[config.mk]
export PLATFORM = sky130hd
export DESIGN_NAME = rdp_regs
export DESIGN_NICKNAME = d
export VERILOG_FILES = /design/src/hw/rdp_pkg.sv /design/src/hw/rdp_regs.sv
export SDC_FILE = /design/constraint.sdc
export NUM_CORES = 1
export LEC_CHECK = 0
export ABC_CLOCK_PERIOD_IN_PS = 6890
export BUFFER_PORTS_ARGS = -buffer_cell sky130_fd_sc_hd__buf_2
export CORE_ASPECT_RATIO = 0.6
export CORE_MARGIN = 5
export CORE_UTILIZATION = 46
export CTS_BUF_LIST = sky130_fd_sc_hd__clkbuf_8 sky130_fd_sc_hd__clkbuf_16
export CTS_CLUSTER_SIZE = 16
export DETAILED_ROUTE_END_ITERATION = 8
export MAX_ROUTING_LAYER = met4
export PLACE_DENSITY = 0.63
export SETUP_SLACK_MARGIN = 0.4
export SLEW_MARGIN = 20
export SYNTH_ARGS = -nofsm -noshare
export SYNTH_HDL_FRONTEND = slang
export SYNTH_SLANG_ARGS = --single-unit
[constraint.sdc]
create_clock -name clk_in -period 6.89 [get_ports clk_in]
set_input_delay 0.3445 -clock clk_in [delete_from_list [all_inputs] [get_ports clk_in]]
set_output_delay 0.3445 -clock clk_in [all_outputs]
set_load 0.01 [all_outputs]
[src/hw/rdp_pkg.sv]
// Purpose: Shared constants for the regulator discharge and power-good register slice
// Assumes: 250 MHz system clock; byte-wide registers behind a two-wire serial port
// Notes: Times are in microseconds; cycle counts are derived from the clock rate
package rdp_pkg;

    // ----------------------------------------------------------------
    // Register offsets
    // ----------------------------------------------------------------
    localparam logic [7:0] RDP_OFS_RAIL6_CONTROL = 8'h27;
    localparam logic [7:0] RDP_OFS_DISCH_FIRST = 8'h40;
    localparam logic [7:0] RDP_OFS_DISCH_SECOND = 8'h41;
    localparam logic [7:0] RDP_OFS_DISCH_THIRD = 8'h42;
    localparam logic [7:0] RDP_OFS_PGOOD_DELAY = 8'h43;

    // ----------------------------------------------------------------
    // Reset values and field positions
    // ----------------------------------------------------------------
    localparam logic [7:0] RDP_RST_RAIL6_CONTROL = 8'h3D;
    localparam logic [7:0] RDP_RST_DISCH_FIRST = 8'h55;
    localparam logic [7:0] RDP_RST_DISCH_SECOND = 8'h55;
    localparam logic [7:0] RDP_RST_DISCH_THIRD = 8'h05;
    localparam logic [7:0] RDP_RST_PGOOD_DELAY = 8'h07;
    localparam int RDP_MODE_BIT = 1;
    localparam int RDP_NUM_RAILS = 10;

    // ----------------------------------------------------------------
    // Discharge codes and delay codes
    // ----------------------------------------------------------------
    localparam logic [1:0] RDP_DIS_NONE = 2'h0;
    localparam logic [2:0] RDP_DLY_2P5 = 3'h0;
    localparam logic [2:0] RDP_DLY_5 = 3'h1;
    localparam logic [2:0] RDP_DLY_10 = 3'h2;
    localparam logic [2:0] RDP_DLY_15 = 3'h3;
    localparam logic [2:0] RDP_DLY_20 = 3'h4;
    localparam logic [2:0] RDP_DLY_50 = 3'h5;

    // ----------------------------------------------------------------
    // Timing
    // ----------------------------------------------------------------
    localparam int RDP_CLK_MHZ = 250;
    localparam int RDP_T_2P5_US = 2500;
    localparam int RDP_T_5_US = 5000;
    localparam int RDP_T_10_US = 10000;
    localparam int RDP_T_15_US = 15000;
    localparam int RDP_T_20_US = 20000;
    localparam int RDP_T_50_US = 50000;
    localparam int RDP_T_100_US = 100000;
    localparam int RDP_CYC_2P5 = RDP_T_2P5_US * RDP_CLK_MHZ;
    localparam int RDP_CYC_5 = RDP_T_5_US * RDP_CLK_MHZ;
    localparam int RDP_CYC_10 = RDP_T_10_US * RDP_CLK_MHZ;
    localparam int RDP_CYC_15 = RDP_T_15_US * RDP_CLK_MHZ;
    localparam int RDP_CYC_20 = RDP_T_20_US * RDP_CLK_MHZ;
    localparam int RDP_CYC_50 = RDP_T_50_US * RDP_CLK_MHZ;
    localparam int RDP_CYC_100 = RDP_T_100_US * RDP_CLK_MHZ;

    // Serial port: device address (arbitrary neutral value) and bit count
    localparam logic [6:0] RDP_DEV_ADDR = 7'h2A;
    localparam logic [3:0] RDP_BITS_BYTE = 4'h8;
    localparam logic [3:0] RDP_LAST_BIT = 4'h7;

    typedef enum logic [2:0] {
        RDP_ST_IDLE,
        RDP_ST_ADDR,
        RDP_ST_ADDR_ACK,
        RDP_ST_WR_BYTE,
        RDP_ST_WR_ACK,
        RDP_ST_RD_BYTE,
        RDP_ST_RD_ACK
    } rdp_state_t;

endpackage

[src/hw/rdp_regs.sv]
// Purpose: Rail-6 mode, discharge selects and power-good delay registers behind a serial port
// Assumes: Rail enables and the all-in-regulation level come from logic on clk_in
// Notes: Serial clock and data are pins and pass a three-stage filter before use
`timescale 1ns/1ps
module rdp_regs import rdp_pkg::*; #(
    parameter int CYC_2P5 = RDP_CYC_2P5,
    parameter int CYC_5 = RDP_CYC_5,
    parameter int CYC_10 = RDP_CYC_10,
    parameter int CYC_15 = RDP_CYC_15,
    parameter int CYC_20 = RDP_CYC_20,
    parameter int CYC_50 = RDP_CYC_50,
    parameter int CYC_100 = RDP_CYC_100
) (
    input wire logic clk_in, // System clock, 250 MHz
    input wire logic rst_n_in, // Synchronous reset, active low
    input wire logic scl_in, // Serial clock pin
    input wire logic sda_in, // Serial data pin level
    output logic sda_out, // Serial data drive value, always low
    output logic sda_oe_n_out, // Low while pulling data low
    input wire logic [9:0] rail_enable_in, // Per-rail enable from sequencer
    input wire logic all_in_reg_in, // All enabled rails in regulation
    output logic rail6_op_mode_sel_out, // Rail-6 forced PWM when high
    output logic [19:0] discharge_load_out, // Applied discharge code per rail
    output logic platform_power_good_out // Delayed platform power good
);

    // ----------------------------------------------------------------
    // Pin filter: three stages, change taken when stages two and three agree
    // ----------------------------------------------------------------
    logic [2:0] scl_sync;
    logic [2:0] sda_sync;
    logic scl_f;
    logic sda_f;
    logic scl_prev;
    logic sda_prev;

    // Synchronise and filter the serial pins
    always_ff @(posedge clk_in) begin
        if (!rst_n_in) begin
            scl_sync <= 3'h7;
            sda_sync <= 3'h7;
            scl_f <= 1'b1;
            sda_f <= 1'b1;
            scl_prev <= 1'b1;
            sda_prev <= 1'b1;
        end else begin
            scl_sync <= {scl_sync[1:0], scl_in};
            sda_sync <= {sda_sync[1:0], sda_in};
            if (scl_sync[1] == scl_sync[2]) begin
                scl_f <= scl_sync[2];
            end
            if (sda_sync[1] == sda_sync[2]) begin
                sda_f <= sda_sync[2];
            end
            scl_prev <= scl_f;
            sda_prev <= sda_f;
        end
    end

    // Bus events
    wire scl_rise = scl_f && !scl_prev;
    wire scl_fall = !scl_f && scl_prev;
    wire bus_start = scl_f && scl_prev && sda_prev && !sda_f;
    wire bus_stop = scl_f && scl_prev && !sda_prev && sda_f;

    // ----------------------------------------------------------------
    // Register storage
    // ----------------------------------------------------------------
    logic [5:0] rail6_ctrl;
    logic [19:0] dis_sel;
    logic [1:0] third_hi;
    logic [2:0] pgood_delay_sel;
    logic [7:0] ptr;

    // Read data for one offset; unmapped offsets read zero
    function automatic logic [7:0] rd_mux(input logic [7:0] ofs);
        logic [7:0] v;
        v = 8'h00;
        unique case (ofs)
            RDP_OFS_RAIL6_CONTROL: v = {2'h0, rail6_ctrl};
            RDP_OFS_DISCH_FIRST: v = dis_sel[7:0];
            RDP_OFS_DISCH_SECOND: v = dis_sel[15:8];
            RDP_OFS_DISCH_THIRD: v = {2'h0, third_hi, dis_sel[19:16]};
            RDP_OFS_PGOOD_DELAY: v = {5'h00, pgood_delay_sel};
            default: v = 8'h00;
        endcase
        return v;
    endfunction

    // ----------------------------------------------------------------
    // Serial slave state
    // ----------------------------------------------------------------
    rdp_state_t st;
    logic [3:0] bit_cnt;
    logic [7:0] shreg;
    logic rw;
    logic have_ptr;

    // Write strobe and offset decode
    wire byte_done = scl_fall && (bit_cnt == RDP_BITS_BYTE);
    wire wr_stb = byte_done && (st == RDP_ST_WR_BYTE) && have_ptr;
    wire wr_r6 = wr_stb && (ptr == RDP_OFS_RAIL6_CONTROL);
    wire wr_d1 = wr_stb && (ptr == RDP_OFS_DISCH_FIRST);
    wire wr_d2 = wr_stb && (ptr == RDP_OFS_DISCH_SECOND);
    wire wr_d3 = wr_stb && (ptr == RDP_OFS_DISCH_THIRD);
    wire wr_dl = wr_stb && (ptr == RDP_OFS_PGOOD_DELAY);
    wire [7:0] ptr_inc = ptr + 8'h01;

    // Byte-level protocol engine
    always_ff @(posedge clk_in) begin
        if (!rst_n_in) begin
            st <= RDP_ST_IDLE;
            bit_cnt <= 4'h0;
            shreg <= 8'h00;
            rw <= 1'b0;
            have_ptr <= 1'b0;
            ptr <= 8'h00;
            sda_oe_n_out <= 1'b1;
        end else if (bus_start) begin
            st <= RDP_ST_ADDR;
            bit_cnt <= 4'h0;
            sda_oe_n_out <= 1'b1;
        end else if (bus_stop) begin
            st <= RDP_ST_IDLE;
            sda_oe_n_out <= 1'b1;
        end else if (scl_rise) begin
            if (st == RDP_ST_ADDR || st == RDP_ST_WR_BYTE) begin
                shreg <= {shreg[6:0], sda_f};
                bit_cnt <= bit_cnt + 4'h1;
            end else if (st == RDP_ST_RD_ACK && sda_f) begin
                st <= RDP_ST_IDLE; // Master declined more data
            end
        end else if (scl_fall) begin
            unique case (st)
                RDP_ST_IDLE: begin
                    sda_oe_n_out <= 1'b1;
                end
                RDP_ST_ADDR: begin
                    if (bit_cnt == RDP_BITS_BYTE) begin
                        if (shreg[7:1] == RDP_DEV_ADDR) begin
                            st <= RDP_ST_ADDR_ACK;
                            rw <= shreg[0];
                            sda_oe_n_out <= 1'b0;
                        end else begin
                            st <= RDP_ST_IDLE;
                        end
                    end
                end
                RDP_ST_ADDR_ACK: begin
                    bit_cnt <= 4'h0;
                    if (rw) begin
                        st <= RDP_ST_RD_BYTE;
                        shreg <= rd_mux(ptr);
                        sda_oe_n_out <= 1'(rd_mux(ptr) >> 7); // MSB first
                    end else begin
                        st <= RDP_ST_WR_BYTE;
                        have_ptr <= 1'b0;
                        sda_oe_n_out <= 1'b1;
                    end
                end
                RDP_ST_WR_BYTE: begin
                    if (bit_cnt == RDP_BITS_BYTE) begin
                        st <= RDP_ST_WR_ACK;
                        sda_oe_n_out <= 1'b0;
                        have_ptr <= 1'b1;
                        ptr <= have_ptr ? ptr_inc : shreg;
                    end
                end
                RDP_ST_WR_ACK: begin
                    st <= RDP_ST_WR_BYTE;
                    bit_cnt <= 4'h0;
                    sda_oe_n_out <= 1'b1;
                end
                RDP_ST_RD_BYTE: begin
                    if (bit_cnt == RDP_LAST_BIT) begin
                        st <= RDP_ST_RD_ACK;
                        sda_oe_n_out <= 1'b1;
                    end else begin
                        shreg <= {shreg[6:0], 1'b0};
                        sda_oe_n_out <= shreg[6];
                        bit_cnt <= bit_cnt + 4'h1;
                    end
                end
                RDP_ST_RD_ACK: begin
                    st <= RDP_ST_RD_BYTE;
                    bit_cnt <= 4'h0;
                    ptr <= ptr_inc;
                    shreg <= rd_mux(ptr_inc);
                    sda_oe_n_out <= 1'(rd_mux(ptr_inc) >> 7); // MSB first
                end
            endcase
        end
    end

    // ----------------------------------------------------------------
    // Control registers
    // ----------------------------------------------------------------
    logic [19:0] wr_dis;
    logic [19:0] next_dis_sel;

    // Discharge fields: software write, then enable clears to 00
    always_comb begin
        wr_dis = dis_sel;
        if (wr_d1) begin
            wr_dis[7:0] = shreg;
        end
        if (wr_d2) begin
            wr_dis[15:8] = shreg;
        end
        if (wr_d3) begin
            wr_dis[19:16] = shreg[3:0];
        end
        next_dis_sel = wr_dis;
        for (int i = 0; i < RDP_NUM_RAILS; i++) begin
            if (rail_enable_in[i]) begin
                next_dis_sel[2*i +: 2] = RDP_DIS_NONE;
            end
        end
    end

    // Register update
    always_ff @(posedge clk_in) begin
        if (!rst_n_in) begin
            rail6_ctrl <= RDP_RST_RAIL6_CONTROL[5:0];
            dis_sel <= {RDP_RST_DISCH_THIRD[3:0], RDP_RST_DISCH_SECOND,
                RDP_RST_DISCH_FIRST};
            third_hi <= RDP_RST_DISCH_THIRD[5:4];
            pgood_delay_sel <= RDP_RST_PGOOD_DELAY[2:0];
        end else begin
            dis_sel <= next_dis_sel;
            if (wr_r6) begin
                rail6_ctrl <= shreg[5:0];
            end
            if (wr_d3) begin
                third_hi <= shreg[5:4];
            end
            if (wr_dl) begin
                pgood_delay_sel <= shreg[2:0];
            end
        end
    end

    // ----------------------------------------------------------------
    // Power-good delay
    // ----------------------------------------------------------------
    logic [31:0] dly_target;
    logic [31:0] pg_cnt;

    // Delay code to cycle count; unlisted code falls to the longest
    always_comb begin
        unique case (pgood_delay_sel)
            RDP_DLY_2P5: dly_target = 32'(CYC_2P5);
            RDP_DLY_5: dly_target = 32'(CYC_5);
            RDP_DLY_10: dly_target = 32'(CYC_10);
            RDP_DLY_15: dly_target = 32'(CYC_15);
            RDP_DLY_20: dly_target = 32'(CYC_20);
            RDP_DLY_50: dly_target = 32'(CYC_50);
            default: dly_target = 32'(CYC_100);
        endcase
    end

    // Count from regulation; drop at once when regulation is lost
    always_ff @(posedge clk_in) begin
        if (!rst_n_in || !all_in_reg_in) begin
            pg_cnt <= 32'h0000_0000;
            platform_power_good_out <= 1'b0;
        end else begin
            if (!platform_power_good_out) begin
                pg_cnt <= pg_cnt + 32'h0000_0001;
            end
            platform_power_good_out <= (pg_cnt + 32'h0000_0001 >= dly_target);
        end
    end

    // ----------------------------------------------------------------
    // Outputs to the regulators
    // ----------------------------------------------------------------
    logic [19:0] next_load;

    // Load only while rail off
    always_comb begin
        next_load = dis_sel;
        for (int i = 0; i < RDP_NUM_RAILS; i++) begin
            if (rail_enable_in[i]) begin
                next_load[2*i +: 2] = RDP_DIS_NONE;
            end
        end
    end

    // Registered drive to the analog side
    always_ff @(posedge clk_in) begin
        if (!rst_n_in) begin
            discharge_load_out <= 20'h00000;
            rail6_op_mode_sel_out <= 1'b0;
            sda_out <= 1'b0;
        end else begin
            discharge_load_out <= next_load;
            rail6_op_mode_sel_out <= rail6_ctrl[RDP_MODE_BIT];
            sda_out <= 1'b0;
        end
    end

endmodule

# Word-level counts from Yosys, hierarchy flattened
# Index checks and enable logic that the tools add are counted.
# word_totals
in_bits,15
register_bits,121
output_inout_bits,24
# classes
magnitude_cmp,1
reduce_logical,66
n_mux,51
add_sub_neg,3
n_bitwise,4
eq_ne,43
# op_table
op,count
$pmux W25 S6,1
$pmux W8 S5,2
$eq A8 B7 Y1 const B,8
$mux W8,7
$reduce_and A7 Y1,5
$add A32 B1 Y32 const B,1
$ge A32 B32 Y1,1
$mux W3,9
$reduce_bool A2 Y1,13
$pmux W8 S3,1
$reduce_or A2 Y1,12
$mux W1,19
$pmux W3 S6,1
$eq A8 B6 Y1 const B,2
$logic_and A1 B1 Y1,16
$mux W4,4
$pmux W8 S2,1
$eq A3 B3 Y1 const B,5
$ne A3 B3 Y1 const B,5
$ne A5 B5 Y1 const B,3
$mux W7,2
$eq A3 B2 Y1 const B,4
$reduce_and A5 Y1,2
$reduce_bool A9 Y1,1
24 further kinds,43

# Logic depth before layout (Yosys ltp)
# Gate-level depths: netlist (run 1).
# depth
word_depth,8
mapped_depth,15
ltp_nobuf,12

# Worst setup path before layout (run 1)
# OpenSTA, ideal clock, no wires.
# synth_timing
kind,reg-to-reg
from,reg pg_cnt[9]
to,reg platform_power_good_out
path_stages_with_launch,16
period_less_slack_ns,2.755
setup_slack_ns,4.135
n_path_buf,3
arrival_ns,2.627
path_cell_list,dfxtp_1 -> clkbuf_1 -> and3_1 -> clkbuf_1 -> nand4_1 -> or2_1 -> clkbuf_1 -> nor3_1 -> xor2_1 -> ha_1 -> a211oi_1 -> o221ai_1 -> o2111ai_1 -> o211ai_1 -> a211oi_1 -> a31oi_1
# synth_between
elab_chain_cells,2
# synth_lines
element,line_no,rtl
from (decl),rdp_regs.sv:247,logic [31:0] pg_cnt;
from (signal assigned),rdp_regs.sv:269,pg_cnt <= pg_cnt + 32'h0000_0001;
$add A32 B1 Y32,rdp_regs.sv:271,platform_power_good_out <= (pg_cnt + 32'h0000_0001 >= dly_target);
$ge A32 B32 Y1,rdp_regs.sv:271,
to (signal assigned),rdp_regs.sv:271,
to (decl),rdp_regs.sv:24,output logic platform_power_good_out
# No other way between the ends.
# A chain may end at the register's enable or synchronous reset.

# Worst setup path in the final report (run 1)
# layout_timing
from,reg pg_cnt[0]
to,reg platform_power_good_out
# Same word-level chain as after synthesis.

==> results.yml, run 1 <==
status:
  run_status: "completed"
setup_path:
  worstSetupStartpointType: "flip-flop"
  crit_path_max_incr_delay_ns: 0.44
  worstPathArrival_ns: 3.45
  crit_required_ns: 7.17
  critical_path.slowest_cell: "sky130_fd_sc_hd__or2_1"
  timing.critical_path.buf_inv: 0
  worst-path-max-fanout: 12
  r2r.worst_path.cells: 12
  worstSetupPathType: "reg -> reg"
  timing.rr.start: "pg_cnt[0]"
  r2r-end: "platform_power_good_out"
  timing.critical_path.to_type: "flip-flop"
  path_common_cell: "sky130_fd_sc_hd__ha_1"
  r2r_slack_ns: 3.72
  crit_chain: "ha_1, nand3_1, or2_1, nor3_1, xor2_1, ha_1, nand4_1, o221ai_1, o2111ai_1, o211ai_1, a211oi_1, a31oi_1"
  critical_path.top_delay_family: "simple AND/OR/NAND/NOR gates"
floorplan:
  die_h_um: 107
  ioPinCount: 39
  design.die.area_um2: 18300
  die_width_um: 171
  fp.coreArea_um2: 15300
  floorplan.initialDensity_pct: 46.8
  rows: 35
layout:
  num_antenna_cells: 0
  drive_above_1_share_pct: 10.4
  nets: 893
  area_growth_syn_to_layout_pct: 10.5
  final.fill_count: 1444
  layout.cells.most_common: "sky130_fd_sc_hd__dfxtp_1"
  mostFrequentLayoutCells: "121 x sky130_fd_sc_hd__dfxtp_1, 80 x sky130_fd_sc_hd__nor2_1, 56 x sky130_fd_sc_hd__nand2_1, 47 x sky130_fd_sc_hd__nand3_1, 46 x sky130_fd_sc_hd__a21oi_1"
timing:
  post-route-period-util_pct: 46.0
  maxClockFrequency_mhz: 316
  max_slew.worst_pin.slew_ns: 0.989
  finalWorstPathRequiredPeriod_ns: 3.17
  setup_repair_after_global_routing_missed_its_margin: "no"
  timing_hold_violations_final: 0
  slew_headroom_pct: 33.9
  finClkSkew_ns: 0.0113
  timing_max_transition_violations_final: 0
  fin_setup_tns_ns: 0
  fin_ws_ns: 3.72
  finalSetupViolCount: 0
logic_synthesis:
  synth_edf_count: 0
  synth_largest_area_cell: "sky130_fd_sc_hd__dfxtp_1"
  synth.top_cells.by_area: "sky130_fd_sc_hd__dfxtp_1 34%, sky130_fd_sc_hd__ha_1 5.8%, sky130_fd_sc_hd__mux2i_1 4.6%, sky130_fd_sc_hd__nor2_1 4.2%, sky130_fd_sc_hd__xnor2_1 3.7%"
  area_share_of_the_leading_cell_type_in_the_synthesized_netlist_pct: 33.7
  post_synth_instance_area_um2: 7180
  yosys_synthesis_warning_count: 0
  synthCells: 848
  ys_seq_elements: 121
  synth.yosys.seq_area_share_pct: 33.7
  share_of_flip_flops_with_an_asynchronous_set_or_reset_pct: 0
  synth_net_count: 896
  synth.distinct_cells: 80
  synth-main-ff-cell: "sky130_fd_sc_hd__dfxtp_1"
  synth.avg_cell_area_um2: 8.46
drt:
  detail_route.vias_per_cell: 5.72
  ant_nets: 0
  vias: 6072
  wl_per_cell_um: 17.2
  first_iter_violations: 752
  routed_wl_mm: 18.3
  drcViolationCount: 0
  detailedRoute.firstPassIterationCount: 6
power:
  power_leakage_nw: 3.18
  power_density_nw_per_um2: 213
  vdd.ir_drop.worst_mv: 0.154
global_route:
  grt_first_pass_wirelength_mm: 29.9
  grt_max_degree: 65
  first_global_vias: 5326
  globalRouteOverflowTotal: 0
  antenna_found_initial: 0
  grt_util_all_layers_pct: 21.0
worst_hold_path:
  endpoint_worst_hold: "sda_sync[0]"
  timing.hold.worst.class: "in -> reg"
  worst_hold_launch: "sda_in"
  holdPathStages: 2
clock_network:
  cts_root_buffer: "sky130_fd_sc_hd__clkbuf_16"
  cts_resized: 0
  cts_hold_repair.buffers: 0
  clock_tree.buffer_depth: 2
  tritoncts.num_buffers: 17
  cts_sinks: 121
  cts_tree: "built"
  cts.htree.levels: 4
  clk_transition_reported_paths_ns: 0.06
  postCtsSetupBuffers: 0
  clkLatencyLatePin_ns: 0.41
placed_design:
  place.port_buffers: 37
  gp_congestion: 0.891
  place_worst_setup_slack_ns: 3.72
  detailed_place_hpwl_mm: 13.0
flow_run:
  cap_violations: 0
[stage by stage]
step | instance area (µm²) | util [%] | power, mW | hold slack, ns | cells
detailed placement | 7310 | 47.7 | 0.772 | 0.396 | 1029
CTS | 7930 | 51.7 | 1.71 | 0.0994 | 1061
global placement | 7310 | 47.7 | 0.772 | 0.397 | 1029
floorplan | 7180 | - | 0.755 | 0.386 | 848
finish | 7930 | 51.7 | 1.69 | 0.112 | 1061
global route | 7930 | 51.7 | 1.75 | 0.113 | 1061
[registers in the layout, summed over array words and instances, names as in the netlist, 4 cells and up]
signal / cells
rail6_ctrl: 6
bit_cnt: 4
discharge_load_out: 20
pg_cnt: 32
dis_sel: 20
shreg: 8
ptr: 8
[cell families (layout without fill, tap and decap cells)]
logic type      Yosys count  count (layout)  share of synthesized area (%)
compound gates          187             187                           18.1
simple gates            329             329                           24.7
mux                      33              33                           4.60
xor+xnor                 60              60                           7.32
fa+ha+maj                33              33                           5.75
other cells               1               1                         0.0522
buf+inv                  84              94                           5.77
flops                   121             121                           33.7
[final cells by class]
cell class | instances | area [µm²] | area share (%)
multi-input cells | 643 | 4340 | 54.7
well taps | 203 | 254 | 3.20
flip-flops and latches | 121 | 2420 | 30.5
inverters | 21 | 78.8 | 0.994
clock buffers | 17 | 425 | 5.36
clock inverters | 15 | 194 | 2.45
repair buffers | 41 | 215 | 2.71
[layer usage]
| metal | global-route usage (%) | share of wire, % |
|---|---|---|
| met5 | - | 0 |
| met4 | 4.07 | 0.67 |
| met1 | 35.4 | 55 |
| met3 | 5.97 | 11 |
| met2 | 23.2 | 33 |
[cells in the mapped netlist, types with 19 or more instances]
cell type,number
sky130_fd_sc_hd__inv_1,19
sky130_fd_sc_hd__dfxtp_1,121
sky130_fd_sc_hd__clkbuf_1,42
sky130_fd_sc_hd__mux2i_1,33
sky130_fd_sc_hd__nor2_1,80
sky130_fd_sc_hd__xnor2_1,30
sky130_fd_sc_hd__o21ai_0,31
sky130_fd_sc_hd__nor3b_1,25
sky130_fd_sc_hd__nand2_1,56
sky130_fd_sc_hd__a21oi_1,46
sky130_fd_sc_hd__ha_1,33
sky130_fd_sc_hd__nor3_1,23
sky130_fd_sc_hd__nand3_1,47
sky130_fd_sc_hd__xor2_1,30
[how the worst max path moves through the flow]
stage	startpoint	endpoint	slack, ns	depth (start not counted)
floorplan	pg_cnt[9]	platform_power_good_out	4.13	15
global placement	pg_cnt[0]	platform_power_good_out	3.85	12
detailed placement	pg_cnt[0]	platform_power_good_out	3.72	12
CTS	pg_cnt[0]	platform_power_good_out	3.70	12
global route	pg_cnt[0]	platform_power_good_out	3.33	12
finish	pg_cnt[0]	platform_power_good_out	3.72	12
[power breakdown]
part	internal, mW	switching, mW	total, mW	leakage (nW)
logic	0.0158	0.0248	0.0406	1.90
registers	0.709	0.00802	0.717	0.982
clock network	0.579	0.354	0.933	0.304
Note: power is estimated with default switching activity, not from simulation.
==> inputs of run 2 (changes only) <==
--- a/config.mk
+++ b/config.mk
@@ -5,7 +5,7 @@
 export SDC_FILE = /design/constraint.sdc
 export NUM_CORES = 1
 export LEC_CHECK = 0
-export ABC_CLOCK_PERIOD_IN_PS = 6890
+export ABC_CLOCK_PERIOD_IN_PS = 3200
 export BUFFER_PORTS_ARGS = -buffer_cell sky130_fd_sc_hd__buf_2
 export CORE_ASPECT_RATIO = 0.6
 export CORE_MARGIN = 5
==> constraint.sdc (replaced) <==
create_clock -name clk_in -period 3.2 [get_ports clk_in]
set_input_delay 0.16 -clock clk_in [delete_from_list [all_inputs] [get_ports clk_in]]
set_output_delay 0.16 -clock clk_in [all_outputs]
set_load 0.01 [all_outputs]
==> run 2 against run 1 <==
Compared with the run above:
- setup slack worse by 3.2 ns
- critical endpoint unchanged
- worst hold slack about the same
- die area stayed put
- largest cell class unchanged
- critical path depth stayed put
- first-iteration DRC count decreased by 3.7%
- highest routed layer unchanged
==> results.yml, run 2 (synthesis results as in run 1) <==
layout:
  nets: 924
  finish.utilization_pct: 54.3
  total_area_of_multi_input_combinational_cells_um2: 4430
  largest_register_ff_count: 32
  regArea_um2: 2430
  area_growth_syn_to_layout_pct: 16.0
  top_regs: "pg_cnt (32), dis_sel (20), discharge_load_out (20)"
  num_antenna_cells: 0
  layout.cells.most_common: "sky130_fd_sc_hd__dfxtp_1"
  regMostFlops: "pg_cnt"
  drive_above_1_share_pct: 14.5
  mostFrequentLayoutCells: "113 x sky130_fd_sc_hd__dfxtp_1, 79 x sky130_fd_sc_hd__nor2_1, 56 x sky130_fd_sc_hd__nand2_1, 46 x sky130_fd_sc_hd__a21oi_1, 43 x sky130_fd_sc_hd__nand3_1"
  final.fill_count: 1427
setup_path:
  crit_chain: "ha_4, nand3_2, or2_4, nor3_1, xor2_1, ha_1, a211oi_2, o221ai_1, o2111ai_1, o211ai_1, a211oi_1, a31oi_1"
  timing.critical_path.buf_inv: 0
  worstSetupStartpoint: "pg_cnt[1]"
  r2r-end: "platform_power_good_out"
  cp.depth: 12
  r2r.worst_path.cells: 12
  critPathCapture: "platform_power_good_out"
  worstPathArrival_ns: 3.00
  worstSetupStartpointType: "flip-flop"
  critical_path.slowest_cell: "sky130_fd_sc_hd__dfxtp_1"
  crit_required_ns: 3.49
  timing.critical_path.to_type: "flip-flop"
  worstSetupPathType: "reg -> reg"
  timing.rr.start: "pg_cnt[1]"
  crit_path_max_incr_delay_ns: 0.45
  r2r_slack_ns: 0.49
  worst-path-max-fanout: 6
  critical_path.top_delay_family: "compound AO/OA/AOI/OAI gates"
worst_hold_path:
  timing.hold.worst.class: "in -> reg"
  worst_hold_launch: "rst_n_in"
floorplan:
  die_width_um: 171
  ioPinCount: 39
  fp.coreArea_um2: 15300
  floorplan.initialDensity_pct: 46.8
  rows: 35
  design.die.area_um2: 18300
  die_h_um: 107
global_route:
  grt_util_all_layers_pct: 21.6
  antenna_found_initial: 0
  grt_first_pass_wirelength_mm: 30.7
  grt_max_degree: 46
  globalRouteOverflowTotal: 0
  first_global_vias: 5600
clock_network:
  clk_transition_reported_paths_ns: 0.06
  cts_tree: "built"
  tritoncts.num_buffers: 17
  cts_sinks: 121
  clock_tree.buffer_depth: 2
  cts_root_buffer: "sky130_fd_sc_hd__clkbuf_16"
  clkLatencyLatePin_ns: 0.41
  cts.htree.levels: 4
timing:
  timing_max_transition_violations_final: 0
  finalWorstPathRequiredPeriod_ns: 2.71
  finalHoldWorstSlack_ns: 0.112
  maxClockFrequency_mhz: 369
  fin_setup_tns_ns: 0
  fin_ws_ns: 0.491
  finalSetupViolCount: 0
  setup_repair_after_global_routing_missed_its_margin: "yes"
  slew_headroom_pct: 40.6
  finClkSkew_ns: 0.00697
  timing_hold_violations_final: 0
  post-route-period-util_pct: 84.6
  max_slew.worst_pin.slew_ns: 0.891
drt:
  detailedRoute.firstPassIterationCount: 6
  routed_wl_mm: 18.9
  drcViolationCount: 0
  ant_nets: 0
  detail_route.vias_per_cell: 5.71
  wl_per_cell_um: 17.3
  first_iter_violations: 724
  vias: 6240
power:
  vdd.ir_drop.worst_mv: 0.316
  design_power_total_mw: 3.80
  power_density_nw_per_um2: 456
  power_leakage_nw: 3.38
placed_design:
  gp_congestion: 0.889
  detailed_place_hpwl_mm: 13.5
  place_worst_setup_slack_ns: 0.154
  place.port_buffers: 37
status:
  run_status: "completed"
flow_run:
  cap_violations: 0
-- run 2: report_power, final --
group	internal, mW	switching, mW
Sequential	1.53	0.0175
Clock	1.41	0.743
Combinational	0.0441	0.0561
Total	2.98	0.817
-- run 2: worst reg2reg max path, cell delays in order (launching register included) --
cell and delay [ns]:
sky130_fd_sc_hd__dfxtp_1 0.45, sky130_fd_sc_hd__ha_4 0.21, sky130_fd_sc_hd__nand3_2 0.15, sky130_fd_sc_hd__or2_4 0.31, sky130_fd_sc_hd__nor3_1 0.18, sky130_fd_sc_hd__xor2_1 0.11, sky130_fd_sc_hd__ha_1 0.23, sky130_fd_sc_hd__a211oi_2 0.24
sky130_fd_sc_hd__o221ai_1 0.15, sky130_fd_sc_hd__o2111ai_1 0.12, sky130_fd_sc_hd__o211ai_1 0.13, sky130_fd_sc_hd__a211oi_1 0.20, sky130_fd_sc_hd__a31oi_1 0.11
-- run 2: what timing repair did --
item / in CTS / in global routing
pin swaps: 1 / 1
hold buffers: 12 / 0
gates resized for setup: 8 / 17
setup endpoints to repair: 1 / 4
hold endpoints to repair: 32 / 0
buffers inserted: 0 / 2
-- run 2: worst min-delay path by stage --
stage                        to  slack [ns]  depth (start not counted)
floorplan           dis_sel[11]        0.24                          1
global route        scl_sync[2]        0.13                          2
detailed placement  scl_sync[0]        0.35                          2
finish              sda_sync[1]        0.11                          2
CTS                 sda_sync[1]        0.11                          2
global placement    scl_sync[0]        0.35                          2
-- run 2: routing by layer --
metal  GRT usage, %  vias up  part of all wire (%)
met2           24.1      266                    34
li1               -     3106                     -
met1           35.2     2852                    55
met4           5.14        0                  0.81
met5              -        -                     0
met3           7.15       16                    10
-- run 2: layout make-up --
type                            instances  area share [%]
Multi-Input combinational cell        643            53.1
Tap cell                              203            3.05
Clock inverter                         14            2.66
Inverter                               21           0.946
Clock buffer                           18            5.27
Sequential cell                       121            29.2
Timing Repair Buffer                   72            5.74
-- run 2: per-stage QoR --
stage / area, µm² / cells
floorplan: 7180 / 848
global placement: 7440 / 1046
detailed placement: 7440 / 1046
CTS: 8260 / 1090
global route: 8330 / 1092
finish: 8330 / 1092
